File: config.mk
export PLATFORM = sky130hd
export DESIGN_NAME = channel_calibration_config_regs
export DESIGN_NICKNAME = d
export VERILOG_FILES = /design/src/rtl/cal_cfg_pkg.sv /design/src/rtl/channel_calibration_config_regs.sv /design/src/rtl/cal_reg_cell.sv
export VERILOG_INCLUDE_DIRS = /design/src /design/src/rtl
export SDC_FILE = /design/constraint.sdc
export NUM_CORES = 1
export LEC_CHECK = 0
export BUFFER_PORTS_ARGS = -buffer_cell sky130_fd_sc_hd__buf_2
export CAP_MARGIN = 30
export CORE_MARGIN = 10
export CORE_UTILIZATION = 32
export CTS_CLUSTER_DIAMETER = 60
export CTS_CLUSTER_SIZE = 10
export DETAILED_ROUTE_END_ITERATION = 16
export SLEW_MARGIN = 20
export SYNTH_ARGS = -nofsm -noshare
export SYNTH_HDL_FRONTEND = slang
export SYNTH_SLANG_ARGS = --single-unit
File: constraint.sdc
create_clock -name sys_clk -period 2.5 [get_ports sys_clk]
set_input_delay 0.5 -clock sys_clk [delete_from_list [all_inputs] [get_ports sys_clk]]
set_output_delay 0.5 -clock sys_clk [all_outputs]
set_load 0.02 [all_outputs]
File: src/rtl/cal_cfg_map.svh
// Offsets, field positions, reset values and write masks of the register slice
`ifndef CAL_CFG_MAP_SVH
`define CAL_CFG_MAP_SVH

// Register offsets
`define CAL_ADDR_OFS_HIGH   8'h0a
`define CAL_ADDR_OFS_LOW    8'h0b
`define CAL_ADDR_GAIN_HIGH  8'h0c
`define CAL_ADDR_GAIN_LOW   8'h0d
`define CAL_ADDR_CH1_CHANNEL_CONFIG    8'h0e

// Reset values
`define CAL_RST_OFS_HIGH    16'h0000
`define CAL_RST_OFS_LOW     16'h0000
`define CAL_RST_GAIN_HIGH   16'h8000
`define CAL_RST_GAIN_LOW    16'h0000
`define CAL_RST_CH1_CHANNEL_CONFIG     16'h0000

// Writable bits; clear bits are reserved and read zero
`define CAL_MASK_OFS_HIGH   16'hffff
`define CAL_MASK_OFS_LOW    16'hff00
`define CAL_MASK_GAIN_HIGH  16'hffff
`define CAL_MASK_GAIN_LOW   16'hff00
`define CAL_MASK_CH1_CHANNEL_CONFIG    16'hffc7

// Channel 1 configuration fields
`define CAL_CFG_PHASE_MSB   15
`define CAL_CFG_PHASE_LSB   6
`define CAL_CFG_RESV_MSB    5
`define CAL_CFG_RESV_LSB    3
`define CAL_CFG_DC_OFF_BIT  2
`define CAL_CFG_SEL_MSB     1
`define CAL_CFG_SEL_LSB     0

// Low registers carry word bits 7:0 in their upper byte
`define CAL_LOW_MSB         15
`define CAL_LOW_LSB         8

// Gain midscale, 1.0 in the 0.0 to 2.0 range
`define CAL_GAIN_UNITY      24'h800000

`endif

File: src/rtl/cal_cfg_pkg.sv
// Types shared by the calibration and configuration register slice
package cal_cfg_pkg;

    typedef enum logic [1:0] {
        SEL_OWN_PINS = 2'b00,
        SEL_SHORTED  = 2'b01,
        SEL_TEST_POS = 2'b10,
        SEL_TEST_NEG = 2'b11
    } input_select_t;

    typedef enum logic [2:0] {
        IDX_OFS_HIGH  = 3'h0,
        IDX_OFS_LOW   = 3'h1,
        IDX_GAIN_HIGH = 3'h2,
        IDX_GAIN_LOW  = 3'h3,
        IDX_CH1_CHANNEL_CONFIG   = 3'h4
    } reg_index_t;

    typedef logic [15:0] reg_word_t;

endpackage

File: src/rtl/channel_calibration_config_regs.sv
// Channel 0 calibration and channel 1 configuration register slice
//
// Function
// - Offset 0Ah holds offset word bits 23:8, signed, reset zero.
// - Offset 0Bh holds offset bits 7:0 in 15:8; low byte reads zero.
// - Offset 0Ch holds gain word bits 23:8, fully read and write.
// - Offset 0Dh holds gain bits 7:0 in 15:8; low byte zero; reset zero.
// - Gain word is an unsigned fraction from 0.0 to just below 2.0.
// - Upper gain register reads 8000h after reset, gain at midscale.
// - Upper offset register reads 0000h after reset.
// - Config at 0Eh resets to 0000h; bits 5:3 always read zero.
// - Config bits 15:6 are a signed phase delay in modulator cycles.
// - Config bit 2 set turns DC blocking off for channel 1.
// - Config bits 1:0 pick own pins, shorted, positive or negative test.
// - Global 4-bit DC-block setting governs channel when bit 2 clear.
`timescale 1ns/1ps
`include "cal_cfg_map.svh"
module channel_calibration_config_regs (
    // Clock and reset
    input  wire logic                  sys_clk,
    input  wire logic                  rst,
    // Register port
    input  wire logic [7:0]            reg_addr,
    input  wire cal_cfg_pkg::reg_word_t reg_wr_data,
    input  wire logic                  reg_wr,
    input  wire logic                  reg_rd,
    output cal_cfg_pkg::reg_word_t     reg_rd_data_q,
    // Global DC-block setting from the neighbouring register
    input  wire logic [3:0]            global_dc_block_setting,
    // Channel 0 calibration words
    output logic [23:0]                ch0_offset_word_q,
    output logic [23:0]                ch0_gain_word_q,
    output logic                       ch0_gain_ge_one_q,
    // Channel 1 configuration
    output logic [9:0]                 ch1_phase_delay_q,
    output logic                       ch1_dc_block_off_q,
    output cal_cfg_pkg::input_select_t ch1_input_select_q,
    output logic [3:0]                 ch1_dc_block_eff_q,
    output logic [3:0]                 ch1_source_onehot_q
);
    import cal_cfg_pkg::*;

    localparam int NUM_REGS = 5;

    localparam logic [7:0] REG_ADDR [NUM_REGS] = '{
        `CAL_ADDR_OFS_HIGH,
        `CAL_ADDR_OFS_LOW,
        `CAL_ADDR_GAIN_HIGH,
        `CAL_ADDR_GAIN_LOW,
        `CAL_ADDR_CH1_CHANNEL_CONFIG
    };

    localparam logic [15:0] REG_RESET [NUM_REGS] = '{
        `CAL_RST_OFS_HIGH,
        `CAL_RST_OFS_LOW,
        `CAL_RST_GAIN_HIGH,
        `CAL_RST_GAIN_LOW,
        `CAL_RST_CH1_CHANNEL_CONFIG
    };

    localparam logic [15:0] REG_MASK [NUM_REGS] = '{
        `CAL_MASK_OFS_HIGH,
        `CAL_MASK_OFS_LOW,
        `CAL_MASK_GAIN_HIGH,
        `CAL_MASK_GAIN_LOW,
        `CAL_MASK_CH1_CHANNEL_CONFIG
    };

    reg_word_t   reg_q [NUM_REGS];
    logic        wr_hit [NUM_REGS];
    reg_word_t   rd_mux;
    reg_word_t   cfg_word;

    // Register cells, one per offset
    genvar gi;
    generate
        for (gi = 0; gi < NUM_REGS; gi++) begin : g_reg
            assign wr_hit[gi] = reg_wr && (reg_addr == REG_ADDR[gi]);
            cal_reg_cell #(
                .RESET_VAL (REG_RESET[gi]),
                .WR_MASK   (REG_MASK[gi])
            ) u_cell (
                .sys_clk (sys_clk),
                .rst     (rst),
                .wr_en   (wr_hit[gi]),
                .wr_data (reg_wr_data),
                .value_q (reg_q[gi])
            );
        end
    endgenerate

    // Read decode; unmapped offsets read zero
    always_comb begin
        rd_mux = 16'h0000;
        for (int k = 0; k < NUM_REGS; k++) begin
            if (reg_addr == REG_ADDR[k]) begin
                rd_mux = reg_q[k];
            end
        end
    end

    // Read data valid only in the cycle after the strobe
    always_ff @(posedge sys_clk) begin
        if (rst) begin
            reg_rd_data_q <= 16'h0000;
        end else if (reg_rd) begin
            reg_rd_data_q <= rd_mux;
        end else begin
            reg_rd_data_q <= 16'h0000;
        end
    end

    // Offset word, two's complement
    assign ch0_offset_word_q = {
        reg_q[IDX_OFS_HIGH],
        reg_q[IDX_OFS_LOW][`CAL_LOW_MSB:`CAL_LOW_LSB]
    };

    // Gain word, unsigned fraction
    assign ch0_gain_word_q = {
        reg_q[IDX_GAIN_HIGH],
        reg_q[IDX_GAIN_LOW][`CAL_LOW_MSB:`CAL_LOW_LSB]
    };

    // Top gain bit weighs 1.0
    always_ff @(posedge sys_clk) begin
        if (rst) begin
            ch0_gain_ge_one_q <= 1'b1;
        end else begin
            ch0_gain_ge_one_q <= ch0_gain_word_q[23];
        end
    end

    // Channel 1 configuration fields
    assign cfg_word = reg_q[IDX_CH1_CHANNEL_CONFIG];

    assign ch1_phase_delay_q =
        cfg_word[`CAL_CFG_PHASE_MSB:`CAL_CFG_PHASE_LSB];

    assign ch1_dc_block_off_q = cfg_word[`CAL_CFG_DC_OFF_BIT];

    assign ch1_input_select_q =
        input_select_t'(cfg_word[`CAL_CFG_SEL_MSB:`CAL_CFG_SEL_LSB]);

    // Effective DC-block setting for channel 1
    always_ff @(posedge sys_clk) begin
        if (rst) begin
            ch1_dc_block_eff_q <= 4'h0;
        end else if (ch1_dc_block_off_q) begin
            ch1_dc_block_eff_q <= 4'h0;
        end else begin
            ch1_dc_block_eff_q <= global_dc_block_setting;
        end
    end

    // Input source decode
    always_ff @(posedge sys_clk) begin
        if (rst) begin
            ch1_source_onehot_q <= 4'h1;
        end else begin
            unique case (ch1_input_select_q)
                SEL_OWN_PINS: begin
                    ch1_source_onehot_q <= 4'h1;
                end
                SEL_SHORTED: begin
                    ch1_source_onehot_q <= 4'h2;
                end
                SEL_TEST_POS: begin
                    ch1_source_onehot_q <= 4'h4;
                end
                SEL_TEST_NEG: begin
                    ch1_source_onehot_q <= 4'h8;
                end
            endcase
        end
    end
endmodule

File: src/rtl/cal_reg_cell.sv
// One 16-bit software register with reset value and writable-bit mask
`timescale 1ns/1ps
module cal_reg_cell #(
    parameter logic [15:0] RESET_VAL = 16'h0000,
    parameter logic [15:0] WR_MASK   = 16'hffff
) (
    // Clock and reset
    input  wire logic                  sys_clk,
    input  wire logic                  rst,
    // Write side
    input  wire logic                  wr_en,
    input  wire cal_cfg_pkg::reg_word_t wr_data,
    // Stored value
    output cal_cfg_pkg::reg_word_t     value_q
);
    import cal_cfg_pkg::*;

    // Masked bits never load, so reserved bits stay zero
    always_ff @(posedge sys_clk) begin
        if (rst) begin
            value_q <= RESET_VAL & WR_MASK;
        end else if (wr_en) begin
            value_q <= wr_data & WR_MASK;
        end
    end

endmodule

**After elaboration in Yosys (flattened, before gate mapping)**

Cells that the tools add are included.

- Reductions and logical operators: 9
- Bitwise gates (word level): 1
- Equal/unequal tests: 8
- Multiplexer cells: 6

Operator list:

| operator | count |
|---|---|
| 16-bit 2-to-1 mux | 5 |
| 8-bit by 4-bit equality test with 1-bit output (second input constant) | 5 |
| 4-bit case mux with 4 select lines | 1 |
| 1-bit logical AND | 5 |
| 2-bit equality test (second input constant) | 2 |
| 2-bit OR reduction | 2 |
| 4-bit OR reduction | 1 |
| 2-bit by 1-bit equality test with 1-bit output (second input constant) | 1 |
| 2-bit logical NOT | 1 |
| 1-bit inverter | 1 |

- Input port bits: 32
- Register bits: 86

**Logic depth before layout (Yosys ltp)**

Gate-level depths: netlist of the first run.

- Word-level depth: 6
- Gate-level depth with buffers: 7

**Cells and area by module**

A second synthesis of the first run with hierarchy kept.

- Cell total of the unflattened synthesis: 408
- Area total of the unflattened synthesis: 3957.5 µm²

Modules (own cells, without submodules):

| module | times used | area an instance (µm²) | cells an instance |
|---|---|---|---|
| channel_calibration_config_regs | 1 | 1596.5 | 188 |
| cal_reg_cell at g_reg[1].u_cell ... | 2 | 349.1 | 35 |
| cal_reg_cell at g_reg[2].u_cell | 1 | 581.8 | 52 |
| cal_reg_cell at g_reg[0].u_cell | 1 | 580.6 | 52 |
| cal_reg_cell at g_reg[4].u_cell | 1 | 500.5 | 46 |

**Least setup slack after synthesis of the first run**

No wires, ideal clock.

- Path type: input port to flip-flop
- Start: input port reg_addr[7]
- End: register g_reg[0].u_cell.value_q[1]
- Slack: 0.312 ns
- Buffers on the path: 3
- Stages on the path: 7
- Data arrival time: 2.056 ns
- Cell sequence: or4_1 > buf_4 > or4_1 > buf_2 > buf_6 > nand2_1 > a21oi_1

- Longest elaborated chain between the ends: 2

Ends and longest elaborated chain:

| what | line | source |
|---|---|---|
| start: declaration | channel_calibration_config_regs.sv:23 | `input wire logic [7:0] reg_addr,` |
| 8-bit by 4-bit equality test with 1-bit output | channel_calibration_config_regs.sv:78 | `assign wr_hit[gi] = reg_wr && (reg_addr == REG_ADDR[gi]);` |
| 1-bit logical AND | channel_calibration_config_regs.sv:78 |  |
| end signal: assignment | cal_reg_cell.sv:21 | `value_q <= RESET_VAL & WR_MASK;` |
| end signal: assignment | cal_reg_cell.sv:23 | `value_q <= wr_data & WR_MASK;` |
| end: declaration | cal_reg_cell.sv:14 | `output cal_cfg_pkg::reg_word_t value_q` |

No other way between the ends.
A chain may end at the register's enable or synchronous reset.

**Worst setup path after layout of the first run**

- Start: input port reg_addr[7]
- End: register g_reg[1].u_cell.value_q[10]

- Longest elaborated chain between the ends: 2

Ends and longest elaborated chain:

| what | line |
|---|---|
| 8-bit by 4-bit equality test with 1-bit output | channel_calibration_config_regs.sv:78 |
| 1-bit logical AND | channel_calibration_config_regs.sv:78 |
| end signal: assignment | cal_reg_cell.sv:21 |
| end signal: assignment | cal_reg_cell.sv:23 |
| end: declaration | cal_reg_cell.sv:14 |

No other way between the ends.

==> out/metrics.cfg, run 1 <==
[min_path]
min_path_type = in2reg
hold_depth = 2
worstHoldStart = global_dc_block_setting[0]
min_to = ch1_dc_block_eff_q[0]

[sta]
finalClockSkew_ns = 0.01118
finalCriticalPeriod_ns = 1.866
tightest_slew_ns = 0.5086
slew_violations = 0
fin_ws_ns = 0.6339
fin_crit_sh_pct = 74.65
finalSetupViolCount = 0
rsz0062_at_grt = false
relSlewSlack_pct = 65.92
fin_hold_ws_ns = 0.3319
fin_setup_tns_ns = 0
max_freq_ghz = 0.5359
hold_violations = 0

[floorplanning]
fp-row-count = 37
core_um2 = 10320
ios = 118
start_util_pct = 32.83
fp.dieArea_um2 = 15110
die_y_um = 122.9
dieWidth_um = 122.9

[clock_tree]
cts_resized = 0
postCtsSetupBuffers = 0
clock-root-buffer = clkbuf_8
clkSlewWorstSetupHoldPaths_ns = 0.09
clk_latency_ns = 0.36
cts_tree = built
htree_levels = 3
clockBufferDepth = 2
holdBufCountCts = 0
cts.sinks = 86
cts_buffers = 9

[critical_path]
critPathMaxFanout = 8
start_kind = input port
crit_slowest_cell = or4_1
cpPeakStageDelay_ns = 0.55
cp.required_ns = 2.73
crit_arrival_ns = 2.09
crit_family = simple AND/OR/NAND/NOR gates
cp-end-kind = flip-flop
rr_startpoint = g_reg[1].u_cell.value_q[10]
r2r_end = reg_rd_data_q[10]
path_class = in2reg
path_cells = buf_2 -> or4_1 -> buf_4 -> nor4_4 -> buf_4 -> mux2i_1 -> nor2_1
r2r_cells = 3
cp_common_cell = buf_4
cp_num_buf_inv = 3
r2r_slack_ns = 1.47

[grt]
use_met2_pct = 22.72
gr-usage-all-layers_pct = 14.77
grt_pass1_wl_um = 17530
met1_usage_pct = 18.85
first_global_vias = 3207
antenna_found_initial = 1
grt_use_met3_pct = 4.603
gr-total-overflow = 0
busiest_layer = met2
grt_max_degree = 45

[job]
maxCapViolCount = 0

[placement]
hpwl_um = 8650
dp_slack_ns = 0.2650
place_area_um2 = 4214
numPortBuffers = 117
place_congestion = 0.8224

[synth]
synth.avg_cell_area_um2 = 8.581
yosysSeqAreaShare_pct = 50.79
ys_async_sr_fraction_pct = 0
synth_edf_count = 0
synth_seq_cells = 86
yosys_warnings = 0
syn_area_um2 = 3390
synth_cell_types = 38
synth_nets = 427
syn_inst = 395
yosys_most_used_dff = dfxtp_1

[pwr]
combPwrFrac_pct = 5.2
power_density_nw_per_um2 = 599.9
ir_drop_mv = 0.2569
leakage_uw = 0.001867
pwr-share-clk_pct = 43.4
power_switching_uw = 595.6
p_seq_share_pct = 51.4
internal_power_uw = 2079
swShare_pct = 22.27

[routing]
viasPerCell = 4.890
drt_iter0_markers = 224
firstDrtPassIters = 4
vias = 3237
drcViolationCount = 0
wl_per_cell_um = 17.41
routed_wl_um = 11530
ant_nets = 0

[outcome]
status = complete, no violations

[layout]
nets = 550
syn_to_final_growth_pct = 31.56
drive_above_1_share_pct = 30.59
final_common_cell = buf_2
final_area_um2 = 4459
mostFrequentLayoutCells = buf_2 (117), nand2_1 (99), dfxtp_1 (86)
fillers = 1057

## sequential cells by signal, summed over array words and instances, names as in the netlist
| signal | cells |
|---|---|
| ch1_source_onehot_q | 4 |
| g.u_cell.value_q | 61 |
| ch0_gain_ge_one_q | 1 |
| ch1_dc_block_eff_q | 4 |
| reg_rd_data_q | 16 |
## cells in the mapped netlist, drive strengths merged, types with 2 or more instances
cell type / n / share of area (%)
nor2b: 3 / 0.55
and2: 4 / 0.74
clkbuf: 20 / 2.2
nand2: 99 / 11
a31o: 5 / 1.3
a32oi: 3 / 0.78
nand3: 13 / 1.9
o21a: 3 / 0.66
o21ai: 10 / 1.5
a21oi: 52 / 7.7
or4: 2 / 0.44
dfxtp: 86 / 51
and3: 5 / 0.92
buf: 8 / 1.4
a22oi: 8 / 1.8
inv: 2 / 0.22
nor4: 5 / 2.0
o32ai: 3 / 0.78
nor3b: 2 / 0.44
nor2: 22 / 2.4
nand2b: 3 / 0.55
a21o: 4 / 0.89
mux2i: 24 / 7.1
## cells by family after synthesis
kind of cell | count (synthesis) | synth area share, %
AOI/OAI and AO/OA | 90 | 15.80
and+or+nand+nor | 165 | 22.48
buffers and inverters | 30 | 3.839
DFF | 86 | 50.79
muxes | 24 | 7.087
## final cells by class
type                       instances  area, um2  share of cell area [%]
clock buffer                      10      127.6                   2.862
tap                              136      170.2                   3.816
timing repair buffer             140      770.7                   17.28
inverter                           2      7.507                  0.1684
antenna                            3      7.507                  0.1684
sequential                        86       1722                   38.61
multi-input combinational        279       1544                   34.62
clock inverter                     6      110.1                   2.469
## per-layer routing
layer	routed length, um	up-vias
met5	0	-
met3	990	14
li1	-	1602
met4	197	0
met1	4973	1512
met2	5365	109
## power groups by stage
stage          Combinational, uW  Clock [uW]  Sequential (uW)
6_report                     138        1160             1380
5_1_grt                      149        1230             1380
4_1_cts                      137        1180             1380
3_5_place_dp                 136           0             1410
3_3_place_gp                 134           0             1410
2_1_floorplan               59.9           0             1410
## worst max-delay path by stage
stage / endpoint / start / cells after the start
6_report: g_reg[1].u_cell.value_q[10] / reg_addr[7] / 7
3_3_place_gp: g_reg[1].u_cell.value_q[10] / reg_addr[7] / 7
5_1_grt: g_reg[1].u_cell.value_q[14] / reg_addr[7] / 7
4_1_cts: g_reg[1].u_cell.value_q[9] / reg_addr[7] / 7
3_5_place_dp: g_reg[1].u_cell.value_q[9] / reg_addr[7] / 7
2_1_floorplan: g_reg[0].u_cell.value_q[1] / reg_addr[7] / 7
## stage by stage
| stage | instances | utilization, % | total power [uW] |
|---|---|---|---|
| 2_1_floorplan | 395 | - | 1473 |
| 3_3_place_gp | 643 | 40.82 | 1542 |
| 3_5_place_dp | 643 | 40.82 | 1544 |
| 4_1_cts | 659 | 43.12 | 2687 |
| 5_1_grt | 659 | 43.12 | 2759 |
| 6_report | 662 | 43.19 | 2675 |
Power figures use the tool's default switching activity.
==> inputs of run 2 (changes only) <==
- clock period: 2.5 -> 1.7 ns (I/O delays scaled with it)
==> run 2 against run 1 <==
Effect of this change: worst hold slack worse by 0.17 ns; clock skew increased by 0.0017 ns; register-to-register slack got worse by 0.86 ns; critical path depth is 1 lower; setup slack worse by 0.53 ns; highest routed layer unchanged; critical endpoint unchanged.
==> out/metrics.cfg, run 2 (synthesis results as in run 1) <==
[floorplanning]
ios = 118
fp-row-count = 37
core_um2 = 10320
start_util_pct = 32.83
die_y_um = 122.9
dieWidth_um = 122.9
fp.dieArea_um2 = 15110

[layout]
final_cell_count_no_fill = 673
reg_top3 = g.u_cell.value_q (61), reg_rd_data_q (16)
n_antenna_cell = 0
largest_register = g.u_cell.value_q
mostFrequentLayoutCells = buf_2 (117), nand2_1 (99), dfxtp_1 (86)
syn_to_final_growth_pct = 36.73
final_area_um2 = 4634
final_common_cell = buf_2
drive_above_1_share_pct = 32.77
final_core_util_pct = 44.89
nets = 564
fillers = 1032
largest_reg_flops = 61

[sta]
tightest_slew_ns = 0.3525
fin_hold_ws_ns = 0.1637
finalCriticalPeriod_ns = 1.593
finalSetupViolCount = 0
slew_violations = 0
fin_crit_sh_pct = 93.69
hold_violations = 0
max_freq_ghz = 0.6278
relSlewSlack_pct = 76.50
finalClockSkew_ns = 0.01289
rsz0062_at_grt = false

[grt]
gr-total-overflow = 0
grt_max_degree = 36
first_global_vias = 3341
antenna_found_initial = 0
gr-usage-all-layers_pct = 15.11
grt_pass1_wl_um = 17710

[critical_path]
path_class = in2reg
crit_arrival_ns = 1.84
cp_num_buf_inv = 2
critPathMaxFanout = 8
cp.required_ns = 1.94
cp-end-kind = flip-flop
start_kind = input port
crit_family = simple AND/OR/NAND/NOR gates
path_cells = buf_2 -> or4_4 -> nor4_4 -> buf_12 -> mux2i_1 -> nor2_1
cpPeakStageDelay_ns = 0.59
crit_slowest_cell = or4_4

[placement]
numPortBuffers = 117
hpwl_um = 8897
place_area_um2 = 4410
place_congestion = 0.8554
place_inst = 657

[routing]
wl_per_cell_um = 17.25
ant_nets = 0
vias = 3333
routed_wl_um = 11610
viasPerCell = 4.952
drt_iter0_markers = 210
firstDrtPassIters = 4
drcViolationCount = 0

[pwr]
leakage_uw = 0.001960
ir_drop_mv = 0.4978
total_power_uw = 3859
power_density_nw_per_um2 = 832.6

[clock_tree]
postCtsSetupBuffers = 0
clkSlewWorstSetupHoldPaths_ns = 0.09
clock-root-buffer = clkbuf_8
cts_resized = 0
clockBufferDepth = 2
holdBufCountCts = 0
htree_levels = 3
cts_tree = built
clk_latency_ns = 0.37
cts.sinks = 86
cts_buffers = 9

[min_path]
min_path_type = in2reg

[outcome]
status = complete, no violations

[job]
maxCapViolCount = 0

-- run 2: cell types whose count changed in the layout (fill, tap and decap cells not counted) --
cell,previous run,this run
clkinv_4,0,2
clkinvlp_4,2,0
bufinv_16,3,2
clkbuf_8,9,10
nor4_2,2,1
or4_1,2,0
or4_4,0,2
diode_2,3,0
buf_4,22,30
nor4_4,2,3
buf_12,1,7
-- run 2: final cells by class --
type | count | area (um2) | share of cell area (%)
Tap cell | 136 | 170.2 | 3.672
Timing Repair Buffer | 154 | 950.9 | 20.52
Inverter | 2 | 7.507 | 0.1620
Multi-Input combinational cell | 279 | 1560 | 33.67
Clock buffer | 11 | 141.4 | 3.051
Sequential cell | 86 | 1722 | 37.15
Clock inverter | 5 | 82.58 | 1.782
-- run 2: per-stage QoR --
| step | TNS, ns | worst slack [ns] |
|---|---|---|
| final | 0 | 0.1072 |
| after global routing | 0 | 0.02387 |
| after detailed placement | -10.50 | -0.2978 |
| after CTS | 0 | 0.09619 |
| after global placement | -8.120 | -0.2339 |
| after floorplan | -4.848 | -0.2607 |
-- run 2: path summary, 6_finish.rpt --
path                                     from                          end  slack [ns]  cells past startpoint
setup / recovery                  reg_addr[7]  g_reg[1].u_cell.value_q[10]        0.11                      6
hold / removal     global_dc_block_setting[0]        ch1_dc_block_eff_q[0]        0.16                      2
setup reg to reg  g_reg[0].u_cell.value_q[10]            reg_rd_data_q[10]        0.61                      3
hold reg to reg   g_reg[0].u_cell.value_q[12]  g_reg[0].u_cell.value_q[12]        0.47                      2
-- run 2: power breakdown --
part           internal, uW  switching [uW]  total (uW)  leakage [uW]
combinational          84.2             139         223       0.00115
sequential             2020            2.71        2020      0.000694
clock                   871             743        1610      0.000113
total                  2970             884        3860       0.00196
-- run 2: metal layers --
| layer | GRT usage (%) | wire (um) | vias to the layer above |
|---|---|---|---|
| li1 | - | - | 1635 |
| met1 | 17.64 | 4626 | 1595 |
| met2 | 25.44 | 5746 | 96 |
| met3 | 5.196 | 1102 | 7 |
| met4 | 4.934 | 133 | 0 |
| met5 | 0 | 0 | - |
==> inputs of run 3 (changes only) <==
--- a/config.mk
+++ b/config.mk
@@ -10,2 +10,3 @@
 export CAP_MARGIN = 30
+export CORE_ASPECT_RATIO = 0.6
 export CORE_MARGIN = 10
@@ -15,2 +16,3 @@
 export DETAILED_ROUTE_END_ITERATION = 16
+export SETUP_SLACK_MARGIN = 0.05
 export SLEW_MARGIN = 20
--- a/constraint.sdc
+++ b/constraint.sdc
@@ -3,2 +3,2 @@
 set_output_delay 0.34 -clock sys_clk [all_outputs]
-set_load 0.02 [all_outputs]
+set_load 0.05 [all_outputs]
==> run 3 against run 2 <==
Effect of this change: clock skew down 0.0066 ns; clock-buffer cell count increased by 3; first-iteration DRC count grew 21%; die area increased by 0.89%; cell count grew 0.15%; critical path depth is the same; sequential share of layout area decreased by 0.54 points; non-clock buffer count grew 2; global-route usage grew 0.78 points; worst hold slack better by 0.045 ns; critical path type unchanged; critical endpoint is now g_reg[1].u_cell.value_q[13]; largest power group unchanged.
==> out/metrics.cfg, run 3 (synthesis results as in run 1) <==
[routing]
wl_per_cell_um = 18.25
drt_iter0_markers = 255
firstDrtPassIters = 4
vias = 3359
ant_nets = 0
drcViolationCount = 0
routed_wl_um = 12300
viasPerCell = 4.984

[placement]
numPortBuffers = 117
place_congestion = 0.8581
hpwl_um = 9341

[critical_path]
r2r_end = reg_rd_data_q[10]
critPathMaxFanout = 8
crit_slowest_cell = or4_4
cp-end-kind = flip-flop
cp.required_ns = 1.92
cp_num_buf_inv = 2
path_class = in2reg
start_kind = input port
r2r_slack_ns = 0.70
cpPeakStageDelay_ns = 0.60
rr_startpoint = g_reg[0].u_cell.value_q[10]
crit_arrival_ns = 1.81
r2r_cells = 3
crit_family = simple AND/OR/NAND/NOR gates
path_cells = buf_6 -> or4_4 -> nor4_4 -> buf_12 -> mux2i_1 -> nor2_1

[sta]
finalCriticalPeriod_ns = 1.596
hold_violations = 0
fin_hold_ws_ns = 0.2091
rsz0062_at_grt = true
slew_violations = 0
tightest_slew_ns = 0.3778
finalClockSkew_ns = 0.006284
fin_crit_sh_pct = 93.87
relSlewSlack_pct = 74.72
fin_setup_tns_ns = 0
finalSetupViolCount = 0
max_freq_ghz = 0.6266

[min_path]
min_to = ch1_dc_block_eff_q[0]
min_path_type = in2reg
hold_depth = 2
worstHoldStart = global_dc_block_setting[0]

[clock_tree]
clock-root-buffer = clkbuf_16
htree_levels = 3
holdBufCountCts = 0
cts_tree = built
clkSlewWorstSetupHoldPaths_ns = 0.06
postCtsSetupBuffers = 0
clockBufferDepth = 2
cts_buffers = 9
clk_latency_ns = 0.33
cts.sinks = 86
cts_resized = 0

[floorplanning]
fp.dieArea_um2 = 15240
ios = 118
start_util_pct = 33.59
core_um2 = 10090
die_y_um = 99.72
dieWidth_um = 152.9
fp-row-count = 28

[grt]
gr-total-overflow = 0
gr-usage-all-layers_pct = 15.88
antenna_found_initial = 0
grt_max_degree = 60
grt_pass1_wl_um = 19240
first_global_vias = 3316

[layout]
mostFrequentLayoutCells = buf_2 (116), nand2_1 (99), dfxtp_1 (86)
largest_reg_flops = 61
nets = 566
syn_to_final_growth_pct = 38.76
reg_top3 = g.u_cell.value_q (61), reg_rd_data_q (16)
n_antenna_cell = 0
final_common_cell = buf_2
drive_above_1_share_pct = 33.02
largest_register = g.u_cell.value_q

[pwr]
leakage_uw = 0.002006
power_density_nw_per_um2 = 893.9
ir_drop_mv = 0.5627

[outcome]
status = complete, no violations

[job]
maxCapViolCount = 0

run 3: changes by cell type in the layout (fill, tap and decap cells not counted), moves of 2 or more:
cell / before / now
bufinv_16: 2 / 0
buf_4: 30 / 34
buf_12: 7 / 5
clkbuf_16: 0 / 9
clkbuf_8: 10 / 4
run 3: cell type report:
class                   count  area (um2)
fillers                  1005        5386
flip-flops and latches     86        1722
multi-input cells         279        1560
repair buffers            156       947.2
clock buffers              14       284.0
well taps                 135       168.9
clock inverters             2       13.76
inverters                   2       7.507
run 3: worst reg2reg max path, stage by stage, from the launching register on:
cell and delay (ns):
dfxtp_1 0.37, mux2i_1 0.08, o21a_1 0.18, o32ai_1 0.26
run 3: worst max-delay path by stage:
stage	cells past startpoint	to	start
floorplan	5	g_reg[1].u_cell.value_q[15]	reg_addr[7]
finish	6	g_reg[1].u_cell.value_q[13]	reg_addr[7]
detailed placement	5	g_reg[0].u_cell.value_q[4]	reg_addr[7]
global route	6	g_reg[1].u_cell.value_q[13]	reg_addr[6]
global placement	5	g_reg[0].u_cell.value_q[8]	reg_addr[7]
CTS	6	g_reg[1].u_cell.value_q[13]	reg_addr[7]
run 3: routing by layer:
layer	global-route usage, %	routed length (um)
met3	7.398	1323
met4	3.869	157
met1	21.08	5726
met5	0	0
met2	22.70	5093
run 3: report_power, final:
part | internal, uW | switching (uW)
Sequential | 2020 | 2.68
Combinational | 90.1 | 164
Clock | 1150 | 774
Total | 3260 | 941
run 3: per-stage QoR:
step | total power, uW | setup slack, ns | instance area, um2 | util, % | instances
floorplan | 2186 | -0.2631 | 3420 | - | 395
CTS | 4245 | 0.1020 | 4697 | 46.55 | 674
detailed placement | 2319 | -0.2483 | 4399 | 43.60 | 658
finish | 4204 | 0.1042 | 4703 | 46.61 | 674
global route | 4346 | 0.04559 | 4703 | 46.61 | 674
global placement | 2316 | -0.2293 | 4399 | 43.60 | 658
